### config.mk
export PLATFORM = sky130hd
export DESIGN_NAME = awu_top
export DESIGN_NICKNAME = d
export VERILOG_FILES = /design/src/core/awu_pkg.sv /design/src/core/awu_top.sv
export SDC_FILE = /design/constraint.sdc
export NUM_CORES = 1
export LEC_CHECK = 0
export ABC_AREA = 1
export BUFFER_PORTS_ARGS = -buffer_cell sky130_fd_sc_hd__buf_2
export CAP_MARGIN = 20
export CORE_UTILIZATION = 40
export CTS_CLUSTER_DIAMETER = 30
export CTS_CLUSTER_SIZE = 10
export DETAILED_ROUTE_END_ITERATION = 10
export PLACE_DENSITY = 0.67
export SETUP_SLACK_MARGIN = 0.02
export SLEW_MARGIN = 20
export SYNTH_ARGS = -nofsm -noshare
export SYNTH_HDL_FRONTEND = slang
export SYNTH_SLANG_ARGS = --single-unit
### constraint.sdc
create_clock -name i_clk -period 3.7 [get_ports i_clk]
set_clock_uncertainty 0.2 [all_clocks]
set_input_delay 0.37 -clock i_clk [delete_from_list [all_inputs] [get_ports i_clk]]
set_output_delay 0.37 -clock i_clk [all_outputs]
set_load 0.005 [all_outputs]
### src/core/awu_pkg.sv
// Constants, register map and bus types of the auto wakeup timer
package awu_pkg;
   // ==========================================================
   // Register byte offsets
   localparam logic [7:0] PORT_OFS   = 8'h00;
   localparam logic [7:0] KBEN_OFS   = 8'h04;
   localparam logic [7:0] KBSC_OFS   = 8'h08;
   localparam logic [7:0] CFG1_OFS   = 8'h0C;
   localparam logic [7:0] CFG2_OFS   = 8'h10;
   localparam logic [7:0] STAT_OFS   = 8'h14;
   localparam logic [7:0] CLR_OFS    = 8'h18;
   localparam logic [7:0] IEN_OFS    = 8'h1C;
   // ==========================================================
   // Field positions
   localparam int LATCH_BIT  = 6;
   localparam int WEN_BIT    = 6;
   localparam int MASK_BIT   = 1;
   localparam int ACK_BIT    = 2;
   localparam int RATE_BIT   = 0;
   localparam int OSC_BIT    = 1;
   localparam int EV_TMO     = 0;
   localparam int EV_STOP    = 1;
   // ==========================================================
   // Reset values and timeouts in doubled bus clock ticks
   localparam logic [7:0]  REG_RST   = 8'h00;
   localparam logic [1:0]  EV_RST    = 2'h0;
   localparam logic [15:0] TMO_SHORT = 16'h0100;
   localparam logic [15:0] TMO_LONG  = 16'h0800;
   // ==========================================================
   // Bus carriers
   typedef struct packed {
      logic        psel;
      logic        penable;
      logic        pwrite;
      logic [7:0]  paddr;
      logic [31:0] pwdata;
   } awu_apb_req_t;
   typedef struct packed {
      logic [31:0] prdata;
      logic        pready;
      logic        pslverr;
   } awu_apb_rsp_t;
endpackage : awu_pkg

### src/core/awu_top.sv
// Auto wakeup timer with APB register file and interrupt
`timescale 1ns/10ps
module awu_top
(
   input  wire logic                  i_clk,
   input  wire logic                  i_rst_n,
   input  wire awu_pkg::awu_apb_req_t i_apb,
   input  wire logic                  i_stop_mode,
   input  wire logic                  i_wait_mode,
   input  wire logic                  i_dbl_clk_en,
   output awu_pkg::awu_apb_rsp_t      o_apb,
   output logic                       o_stop_wake,
   output logic                       o_irq
);
   import awu_pkg::*;

   // ==========================================================
   // Registers
   logic [7:0]  port_reg;
   logic [7:0]  kben_reg;
   logic [7:0]  kbsc_reg;
   logic [7:0]  cfg1_reg;
   logic [7:0]  cfg2_reg;
   logic [1:0]  stat_reg;
   logic [1:0]  ien_reg;
   logic        latch_reg;
   logic [15:0] cnt_reg;
   logic        stop_q_reg;

   logic        wr_en;
   logic        setup;
   logic        entry;
   logic        wen;
   logic        osc_on;
   logic        run;
   logic        hit;
   logic        ack;
   logic [15:0] tmo;
   logic [31:0] rd_next;
   logic        err_next;

   assign setup  = i_apb.psel & ~i_apb.penable;
   assign wr_en  = i_apb.psel & i_apb.penable & o_apb.pready & i_apb.pwrite;
   assign entry  = i_stop_mode & ~stop_q_reg;
   assign wen    = kben_reg[WEN_BIT];
   assign osc_on = cfg2_reg[OSC_BIT];
   assign ack    = wr_en && i_apb.paddr == KBSC_OFS && i_apb.pwdata[ACK_BIT];
   assign tmo    = cfg1_reg[RATE_BIT] ? TMO_LONG : TMO_SHORT;
   // Counts only in stop, never in wait, on the doubled bus clock
   assign run    = i_stop_mode & ~i_wait_mode & wen & osc_on & i_dbl_clk_en;
   assign hit    = run & ~entry & (cnt_reg == tmo - 16'h0001);

   // ==========================================================
   // APB read mux and response
   always_comb
   begin
      rd_next  = 32'h0000_0000;
      err_next = 1'b0;
      unique case (i_apb.paddr)
         PORT_OFS: rd_next = {24'h00_0000, port_reg[7], latch_reg, port_reg[5:0]};
         KBEN_OFS: rd_next = {24'h00_0000, kben_reg};
         KBSC_OFS: rd_next = {24'h00_0000, kbsc_reg};
         CFG1_OFS: rd_next = {24'h00_0000, cfg1_reg};
         CFG2_OFS: rd_next = {24'h00_0000, cfg2_reg};
         STAT_OFS: rd_next = {30'h0000_0000, stat_reg};
         CLR_OFS:  rd_next = 32'h0000_0000;
         IEN_OFS:  rd_next = {30'h0000_0000, ien_reg};
         default:  err_next = 1'b1;
      endcase
   end

   // One wait-free access phase after each setup cycle
   always_ff @(posedge i_clk or negedge i_rst_n)
   begin
      if (!i_rst_n)
      begin
         o_apb <= '0;
      end
      else
      begin
         o_apb.pready  <= setup;
         o_apb.prdata  <= setup ? rd_next : 32'h0000_0000;
         o_apb.pslverr <= setup & err_next;
      end
   end

   // ==========================================================
   // Shared control registers
   always_ff @(posedge i_clk or negedge i_rst_n)
   begin
      if (!i_rst_n)
      begin
         port_reg <= REG_RST;
         kben_reg <= REG_RST;
         kbsc_reg <= REG_RST;
         cfg1_reg <= REG_RST;
         cfg2_reg <= REG_RST;
         ien_reg  <= EV_RST;
      end
      else if (wr_en)
      begin
         unique case (i_apb.paddr)
            // Bit 6 is not stored: it is the latch
            PORT_OFS: port_reg <= {i_apb.pwdata[7], 1'b0, i_apb.pwdata[5:0]};
            KBEN_OFS: kben_reg <= i_apb.pwdata[7:0];
            KBSC_OFS: kbsc_reg <= {i_apb.pwdata[7:3], 1'b0, i_apb.pwdata[1:0]};
            CFG1_OFS: cfg1_reg <= i_apb.pwdata[7:0];
            CFG2_OFS: cfg2_reg <= i_apb.pwdata[7:0];
            IEN_OFS:  ien_reg  <= i_apb.pwdata[1:0];
            default:  ien_reg  <= ien_reg;
         endcase
      end
   end

   // ==========================================================
   // Stop entry detect and wakeup counter
   always_ff @(posedge i_clk or negedge i_rst_n)
   begin
      if (!i_rst_n)
      begin
         stop_q_reg <= 1'b0;
      end
      else
      begin
         stop_q_reg <= i_stop_mode;
      end
   end

   always_ff @(posedge i_clk or negedge i_rst_n)
   begin
      if (!i_rst_n)
      begin
         cnt_reg <= 16'h0000;
      end
      else if (entry)
      begin
         cnt_reg <= 16'h0000;
      end
      else if (hit)
      begin
         cnt_reg <= 16'h0000;
      end
      else if (run)
      begin
         cnt_reg <= cnt_reg + 16'h0001;
      end
   end

   // ==========================================================
   // Request latch: set by the timer only, set wins over ack
   always_ff @(posedge i_clk or negedge i_rst_n)
   begin
      if (!i_rst_n)
      begin
         latch_reg <= 1'b0;
      end
      else if (hit)
      begin
         latch_reg <= 1'b1;
      end
      else if (ack)
      begin
         latch_reg <= 1'b0;
      end
   end

   // ==========================================================
   // Interrupt status, clear and outputs
   always_ff @(posedge i_clk or negedge i_rst_n)
   begin
      if (!i_rst_n)
      begin
         stat_reg <= EV_RST;
      end
      else
      begin
         stat_reg[EV_TMO]  <= hit | (stat_reg[EV_TMO] &
            ~(wr_en && i_apb.paddr == CLR_OFS && i_apb.pwdata[EV_TMO]));
         stat_reg[EV_STOP] <= entry | (stat_reg[EV_STOP] &
            ~(wr_en && i_apb.paddr == CLR_OFS && i_apb.pwdata[EV_STOP]));
      end
   end

   always_ff @(posedge i_clk or negedge i_rst_n)
   begin
      if (!i_rst_n)
      begin
         o_irq       <= 1'b0;
         o_stop_wake <= 1'b0;
      end
      else
      begin
         o_irq       <= |(stat_reg & ien_reg);
         o_stop_wake <= latch_reg & ~kbsc_reg[MASK_BIT];
      end
   end

   // ==========================================================
   // Check-only tick count, kept apart from the timer
   logic [15:0] ref_ticks_reg;

   always_ff @(posedge i_clk or negedge i_rst_n)
   begin
      if (!i_rst_n)
      begin
         ref_ticks_reg <= 16'h0000;
      end
      else if (entry || hit)
      begin
         ref_ticks_reg <= 16'h0000;
      end
      else if (run)
      begin
         ref_ticks_reg <= ref_ticks_reg + 16'h0001;
      end
   end
endmodule : awu_top

# Yosys cells after proc, flatten, opt, wreduce, memory -nomap -nowiden
# Index checks and enable logic that the tools add are counted.
# Widths: inputs -> output; s select.
totals:
  register_bits: 96
  in_bits: 48
  out_inout_bits: 36
op_classes:
  n_addsub: 2
  eq_ne: 8
  mux: 9
  n_bitwise: 25
  reduce_logical: 16
ops:
  columns: ["op", "n"]
  rows:
  - ["$pmux 8 s7", 1]
  - ["$mux 16", 3]
  - ["$eq 8x5->1 const B", 4]
  - ["$mux 32", 1]
  - ["$add 16x1->16 const B", 1]
  - ["$eq 16x16->1", 1]
  - ["$eq 8x4->1 const B", 2]
  - ["$and 1x1->1", 15]
  - ["$sub 12x1->13 const B", 1]
  - ["$mux 12", 1]
  - ["$reduce_and 2->1", 6]
  - ["$eq 8x3->1 const B", 1]
  - ["$logic_not 8->1", 1]
  - ["$reduce_or 8->1", 1]
  - ["$not 1->1", 7]
  - ["$logic_and 1x1->1", 5]
  - ["$mux 1", 3]
  - ["$reduce_bool 3->1", 1]
  - ["$and 2x2->2", 1]
  - ["$or 1x1->1", 2]
  - ["$reduce_bool 2->1", 1]
  - ["$reduce_or 2->1", 1]

# Longest topological paths before layout
# Gate-level depths: netlist of the first run.
logic_depth:
  depth_word: 9
  ltp_mapped: 9
  mapped_depth_nobuf: 9

# Least setup slack after synthesis of the first run
# OpenSTA, ideal clock, no wires.
synth_path:
  path_kind: "flip-flop to flip-flop"
  start: "reg cnt_reg[0]"
  end: "reg cnt_reg[2]"
  setup_ns: 0.122
  arrival_time_ns: 1.289
  required_ns: 3.378
  path_slack_ns: 2.090
  stages_incl_launch_ff: 9
  n_path_buf: 0
  cell_sequence: "dfrtp_1 -> ha_1 -> nand2_1 -> nor2_4 -> nand2_4 -> nor2_4 -> nand2_2 -> nand2_4 -> o21ai_2"
synth_between:
  elab_chain_len: 4
synth_lines:
  columns: ["item", "line_no", "source"]
  rows:
  - ["from (decl)", "awu_top.sv:27", "logic [15:0] cnt_reg;"]
  - ["from (signal assigned)", "awu_top.sv:145", "cnt_reg <= cnt_reg + 16'h0001;"]
  - ["$add 16x1->16 / $eq 16x16->1 (equally long branches)", "awu_top.sv:145, awu_top.sv:51", null]
  - ["$mux 16 / $and 1x1->1 (equally long branches)", "awu_top.sv:143, awu_top.sv:51", null]
  - ["$mux 16", "awu_top.sv:139", "else if (hit)"]
  - ["$mux 16", "awu_top.sv:135", "else if (entry)"]
# Parallel ways exist; a longest one is shown, timed or not. The select of a mux whose other input is x is not followed.
# A chain may end at the register's enable or synchronous reset.

# Final worst setup path of the first run
layout_path:
  start: "in i_stop_mode"
  end: "reg cnt_reg[13]"
layout_between:
  elab_chain_len: 8
layout_lines:
  columns: ["item", "line_no", "source"]
  rows:
  - ["from (decl)", "awu_top.sv:8", "input wire logic i_stop_mode,"]
  - ["$and 1x1->1 (4 in series)", "awu_top.sv:50", "assign run = i_stop_mode & ~i_wait_mode & wen & osc_on & i_dbl_clk_en;"]
  - ["$and 1x1->1 (2 in series)", "awu_top.sv:51", "assign hit = run & ~entry & (cnt_reg == tmo - 16'h0001);"]
  - ["$mux 16", "awu_top.sv:139", null]
  - ["$mux 16", "awu_top.sv:135", null]
# Parallel ways exist; a longest one is shown, timed or not.

==> metrics.md, run 1 <==
| Metric | Value |
|---|---|
| Critical path fanouts, max | `16` |
| Top cell family by delay on the critical path | `buffers and inverters` |
| GRT Total Usage | `0.171` |
| Outcome | `finished, final reports clean` |
| Final GP Congestion | `0.841` |
| CP bufs+invs | `5` |
| H-tree levels | `3` |
| Clk slew on worst S/H paths | `0.07 ns` |
| Highest-count cells in the layout ignoring fill and taps | `132 x nand2_1, 72 x dfrtp_1, 46 x inv_1, 42 x nor2_1, 35 x buf_2` |
| Max Cap Viol | `0` |
| Vias in the first global route | `2833` |
| Max clock buf depth | `2` |
| Synth Cell Area | `3860 um^2` |
| CTS root buffer | `clkbuf_8` |
| Buffers on Ports | `35` |
| Die ar. | `10000 um^2` |
| Pwr dens | `334 nW/um^2` |
| Worst stage delay on the critical path | `0.54 ns` |
| Final setup viols | `0` |
| Hold_buf cts | `1` |
| DPL Wire Length | `5500 um` |
| Share of cells above drive strength 1 | `0.201` |
| Nets | `556` |
| Largest net degree at the start of global routing | `73` |
| Initial Util | `0.416` |
| Clk_lat worst skew | `0.34 ns` |
| Total number of vias | `3037` |
| R2R cell count | `8` |
| YS warnings | `0` |
| Final Hold Violating Endpoints | `0` |
| CTS tree | `done` |
| Slew Limit Headroom | `0.404` |
| Startpoint Class | `input pin` |
| Fin Hold WS | `0.0100 ns` |
| Worst-margin pin slew | `0.893 ns` |
| Diodes inserted | `0` |
| Crit path depth | `8` |
| Antenna violations before repair | `0` |
| Clock buffer count from CTS | `9` |
| Fin crit period | `1.97 ns` |
| Crit. End Element | `register` |
| Core ar. | `9280 um^2` |
| Die W | `100 um` |
| Num ports | `84` |
| Drt drc | `0` |
| Avg Inst Size Synth | `8.27 um^2` |
| Worst-path cell chain | `dlygate4sd3_1 -> buf_2 -> inv_1 -> nor2_1 -> inv_1 -> nand2_1 -> inv_1 -> o21ai_0` |
| Die height | `100 um` |
| Total routed wirelength | `7880 um` |
| Vias/cell | `4.74` |
| Max reg flops | `16` |
| Synthesized instance count | `467` |
| Critical Path Most Common Cell | `inv_1` |
| Post-CTS Setup Bufs | `0` |
| Max IR drop VDD | `0.218 mV` |
| GR Overflow Total | `0` |
| CTS resizes | `0` |
| CP required | `3.71 ns` |
| Maximum clock frequency | `508 MHz` |
| Synthesis-to-layout area growth | `9.40%` |
| Critical path type | `in2reg` |
| Wire length per cell | `12.3 um` |
| Unrepaired setup endpoints after global routing | `false` |
| Placement Rows | `35` |
| Initial DRC Count | `171` |
| Sequential fraction of the synthesis area | `0.467` |
| CTS sink count | `72` |
| Crit-path slowest cell | `dlygate4sd3_1` |
| Synth Register Bits | `72` |
| LEAKAGE | `2.19 nW` |
| Global-route wire length before repair | `13200 um` |
| Critical path arrival | `1.98 ns` |
| Commonest non-fill, non-tap cell in the layout | `nand2_1` |
| FF+latch area | `1800 um^2` |
| Post-synth cell types | `26` |
| Final cycle utilization of the critical path | `0.532` |
| Final Max Slew Viols | `0` |
| ANT nets after route | `0` |
| Final setup TNS | `0 ns` |
| Multi-input logic area | `1720 um^2` |
| Pre-antenna DRT Iters | `4` |
| HP Class | `in2async` |
| Layout filler cell count | `942` |
synthesized netlist by cell type:
cell type,n,area (um^2)
nor3_1,3,15.0
o22ai_1,1,6.26
nor2_4,9,101
nand4_1,11,68.8
xor2_1,4,35.0
nor2_1,42,158
nand2_4,7,78.8
buf_6,5,56.3
o21ai_0,16,80.1
inv_1,46,173
o211ai_1,1,7.51
inv_2,2,7.51
xnor2_1,4,35.0
nand3_1,34,170
dfrtp_1,72,1800
a21oi_1,2,10.0
nand2_2,5,31.3
conb_1,1,3.75
buf_4,25,188
buf_2,1,5.00
nor2_2,1,6.26
nand2_1,132,495
o21ai_2,27,236
o21ai_1,14,70.1
o21bai_1,1,7.51
ha_1,1,12.5
worst register-to-register path: stages, from the launching register on:
cell and delay, ns:
dfrtp_1 0.41, ha_1 0.20, nand2_1 0.10, nor2_4 0.20, nand2_4 0.11, nor2_4 0.13
nand2_2 0.09, nand2_4 0.18, o21ai_2 0.07
stage by stage:
| step | power, mW | utilization | instances | area [um^2] | worst slack (ns) |
|---|---|---|---|---|---|
| after floorplan | 0.860 | - | 490 | 3950 | 2.09 |
| after global placement | 0.882 | 0.435 | 624 | 4040 | 1.75 |
| after detailed placement | 0.883 | 0.435 | 624 | 4040 | 1.73 |
| after CTS | 1.44 | 0.455 | 641 | 4220 | 1.71 |
| after global routing | 1.48 | 0.455 | 641 | 4220 | 1.56 |
| final | 1.41 | 0.455 | 641 | 4220 | 1.73 |
worst paths after layout:
| kind | from | endpoint | slack, ns |
|---|---|---|---|
| max | i_stop_mode | cnt_reg[13]$_DFFE_PN0P_ | 1.73 |
| min reg2reg | kbsc_reg[1]$_DFFE_PN0N_ | o_stop_wake$_DFF_PN0_ | 0.28 |
| min | i_rst_n | cnt_reg[9]$_DFFE_PN0P_ | 0.01 |
| max reg2reg | cnt_reg[0]$_DFFE_PN0P_ | cnt_reg[3]$_DFFE_PN0P_ | 1.90 |
| max in group asynchronous | i_rst_n | port_reg[3]$_DFFE_PN0P_ | 2.70 |
| min in group i_clk | i_apb[41] | o_apb[1]$_DFF_PN0_ | 0.03 |
layout make-up:
| type | instances | share of cell area |
|---|---|---|
| Clock buffer | 9 | 0.0293 |
| Multi-Input combinational cell | 339 | 0.406 |
| Sequential cell | 72 | 0.427 |
| Timing Repair Buffer | 37 | 0.0456 |
| Inverter | 48 | 0.0427 |
| Tap cell | 129 | 0.0382 |
| Clock inverter | 7 | 0.0113 |
cell families after synthesis:
kind of cell | count (synthesis) | share of synthesized area
AND/OR/NAND/NOR | 244 | 0.291
flip-flops | 72 | 0.467
other | 1 | 0.000972
adder cells (fa/ha/maj) | 1 | 0.00324
XOR/XNOR | 8 | 0.0182
buffers and inverters | 79 | 0.111
AO/OA/AOI/OAI | 62 | 0.108
metal layers:
metal | vias to the layer above | wire length [um] | GRT usage
li1 | 1522 | - | -
met1 | 1435 | 3670 | 0.223
met2 | 70 | 3820 | 0.277
met3 | 10 | 291 | 0.0362
met4 | 0 | 96 | 0.0691
met5 | - | 0 | 0
power breakdown:
part | internal (mW) | switching, mW
sequential | 0.790 | 0.00176
clock | 0.243 | 0.302
combinational | 0.0180 | 0.0572
total | 1.05 | 0.361
Power figures use the tool's default switching activity.
==> run 2, diff against run 1 <==
--- a/config.mk
+++ b/config.mk
@@ -12,7 +12,7 @@
 export CTS_CLUSTER_DIAMETER = 30
 export CTS_CLUSTER_SIZE = 10
 export DETAILED_ROUTE_END_ITERATION = 10
-export PLACE_DENSITY = 0.67
+export PLACE_DENSITY = 0.69
 export SETUP_SLACK_MARGIN = 0.02
 export SLEW_MARGIN = 20
 export SYNTH_ARGS = -nofsm -noshare
==> constraint.sdc (replaced) <==
create_clock -name i_clk -period 1.7 [get_ports i_clk]
set_clock_uncertainty 0.2 [all_clocks]
set_input_delay 0.17 -clock i_clk [delete_from_list [all_inputs] [get_ports i_clk]]
set_output_delay 0.17 -clock i_clk [all_outputs]
set_load 0.005 [all_outputs]
==> metrics.md, run 2 (synthesis results as in run 1) <==
| Metric | Value |
|---|---|
| Share of cells above drive strength 1 | `0.232` |
| CTS root buffer | `clkbuf_8` |
| Critical path arrival | `1.65 ns` |
| Fin Hold WS | `0.0278 ns` |
| Critical path type | `reg2reg` |
| Global-route wire length before repair | `13600 um` |
| Max Cap Viol | `0` |
| GR Overflow Total | `0` |
| Placement Rows | `35` |
| Worst-path cell chain | `ha_2 -> nand2_1 -> nor2_4 -> nand2_4 -> nor2_4 -> nand2_4 -> nand2_4 -> o21ai_2` |
| Initial DRC Count | `166` |
| Max reg flops | `16` |
| Max clock buf depth | `2` |
| ANT nets after route | `0` |
| Worst stage delay on the critical path | `0.39 ns` |
| Core ar. | `9280 um^2` |
| Vias in the first global route | `2960` |
| Synthesis-to-layout area growth | `18.8%` |
| Critical path fanouts, max | `5` |
| HP Class | `in2async` |
| Maximum clock frequency | `622 MHz` |
| Buffers on Ports | `35` |
| Outcome | `finished, final reports clean` |
| CP required | `1.74 ns` |
| Pre-antenna DRT Iters | `4` |
| Largest net degree at the start of global routing | `62` |
| Clock power share | `0.459` |
| Clock buffer count from CTS | `9` |
| Total routed wirelength | `8310 um` |
| Final setup viols | `0` |
| Final GP Congestion | `0.914` |
| Initial Util | `0.416` |
| Top cell family by delay on the critical path | `simple AND/OR/NAND/NOR gates` |
| Final cycle utilization of the critical path | `0.946` |
| Seq pwr share | `0.484` |
| Final Hold Violating Endpoints | `0` |
| Total number of vias | `3170` |
| Vias/cell | `4.75` |
| Final Max Slew Viols | `0` |
| CTS tree | `done` |
| Crit. End Element | `register` |
| CTS sink count | `72` |
| Pint | `2.76 mW` |
| Antenna violations before repair | `0` |
| Highest-count cells in the layout ignoring fill and taps | `131 x nand2_1, 72 x dfrtp_1, 45 x inv_1, 38 x nor2_1, 35 x buf_2` |
| Die W | `100 um` |
| Drt drc | `0` |
| Diodes inserted | `0` |
| Startpoint Class | `register` |
| Max IR drop VDD | `0.447 mV` |
| Sw frac | `0.225` |
| CP bufs+invs | `0` |
| Die ar. | `10000 um^2` |
| NetSw | `0.800 mW` |
| Clk slew on worst S/H paths | `0.08 ns` |
| DPL Wire Length | `5840 um` |
| Pwr dens | `777 nW/um^2` |
| Crit-path slowest cell | `dfrtp_1` |
| Unrepaired setup endpoints after global routing | `true` |
| Clk_lat worst skew | `0.35 ns` |
| H-tree levels | `3` |
| LEAKAGE | `2.34 nW` |
| Inst Count DP | `634` |
| Critical Path Most Common Cell | `nand2_4` |
| Wire length per cell | `12.5 um` |
| Logic pwr share | `0.057` |
| Nets | `582` |
| Final setup TNS | `0 ns` |
| Final Non-Filler Cells | `667` |
| GRT Total Usage | `0.176` |
| Commonest non-fill, non-tap cell in the layout | `nand2_1` |
| Num ports | `84` |
| Fin crit period | `1.61 ns` |
| Die height | `100 um` |
[run 2: changes by cell type in the layout (fill, tap and decap cells not counted), moves of 2 or more]
cell,previous run,this run
nor2_2,1,3
dlygate4sd3_1,1,13
nor2_1,42,38
clkinv_2,3,1
nor2_4,9,11
buf_4,1,12
bufinv_16,0,3
[run 2: area by class of cell]
class	count	area, um^2
Clock buffer	9	124
Clock inverter	7	120
Fill cell	918	4700
Inverter	48	184
Multi-Input combinational cell	340	1770
Sequential cell	72	1800
Tap cell	129	161
Timing Repair Buffer	61	415
Timing Repair inverter	1	7.51
[run 2: power groups by stage]
| stage | sequential (mW) | combinational (mW) | clock, mW |
|---|---|---|---|
| CTS | 1.72 | 0.198 | 1.67 |
| global placement | 1.76 | 0.172 | 0 |
| finish | 1.72 | 0.203 | 1.64 |
| global route | 1.72 | 0.229 | 1.74 |
| detailed placement | 1.76 | 0.175 | 0 |
| floorplan | 1.76 | 0.116 | 0 |
[run 2: what timing repair did]
item | 4_1_cts | 5_1_grt
hold buffers | 13 | 1
setup buffers | 0 | 2
resized for setup | 0 | 13
endpoints found under the setup margin | 0 | 19
endpoints found under the hold margin | 103 | 1
[run 2: final timing paths]
path	from	endpoint	slack (ns)	depth (start not counted)
max	cnt_reg[0]$_DFFE_PN0P_	cnt_reg[14]$_DFFE_PN0P_	0.09	8
min	i_rst_n	stop_q_reg$_DFF_PN0_	0.03	2
max reg2reg	cnt_reg[0]$_DFFE_PN0P_	cnt_reg[14]$_DFFE_PN0P_	0.09	8
min reg2reg	kbsc_reg[1]$_DFFE_PN0N_	o_stop_wake$_DFF_PN0_	0.28	1
max in group asynchronous	i_rst_n	cfg1_reg[7]$_DFFE_PN0P_	0.64	3
min in group i_clk	i_apb[32]	o_apb[0]$_DFF_PN0_	0.08	5
[run 2: worst reg2reg max path, delay by kind of cell (launching register included)]
kind,cells,cell delay (ns)
and+or+nand+nor,6,0.66
AOI/OAI and AO/OA,1,0.05
adders and majority gates,1,0.20
DFF,1,0.39
[run 2: stage by stage]
step | area (um^2) | setup WS (ns) | utilization | power, mW
2_1_floorplan | 3950 | 0.0897 | - | 1.87
3_3_place_gp | 4130 | 0.0556 | 0.445 | 1.93
3_5_place_dp | 4130 | 0.0257 | 0.445 | 1.93
4_1_cts | 4500 | 0.0230 | 0.485 | 3.59
5_1_grt | 4580 | -0.00556 | 0.494 | 3.69
6_report | 4580 | 0.0926 | 0.494 | 3.56
[run 2: routing by layer]
| metal | global-route usage | up-vias | part of all wire |
|---|---|---|---|
| met5 | 0 | - | 0 |
| met4 | 0.0546 | 0 | 0.017 |
| met3 | 0.0425 | 17 | 0.054 |
| met2 | 0.299 | 94 | 0.49 |
| met1 | 0.221 | 1489 | 0.44 |
| li1 | - | 1570 | - |
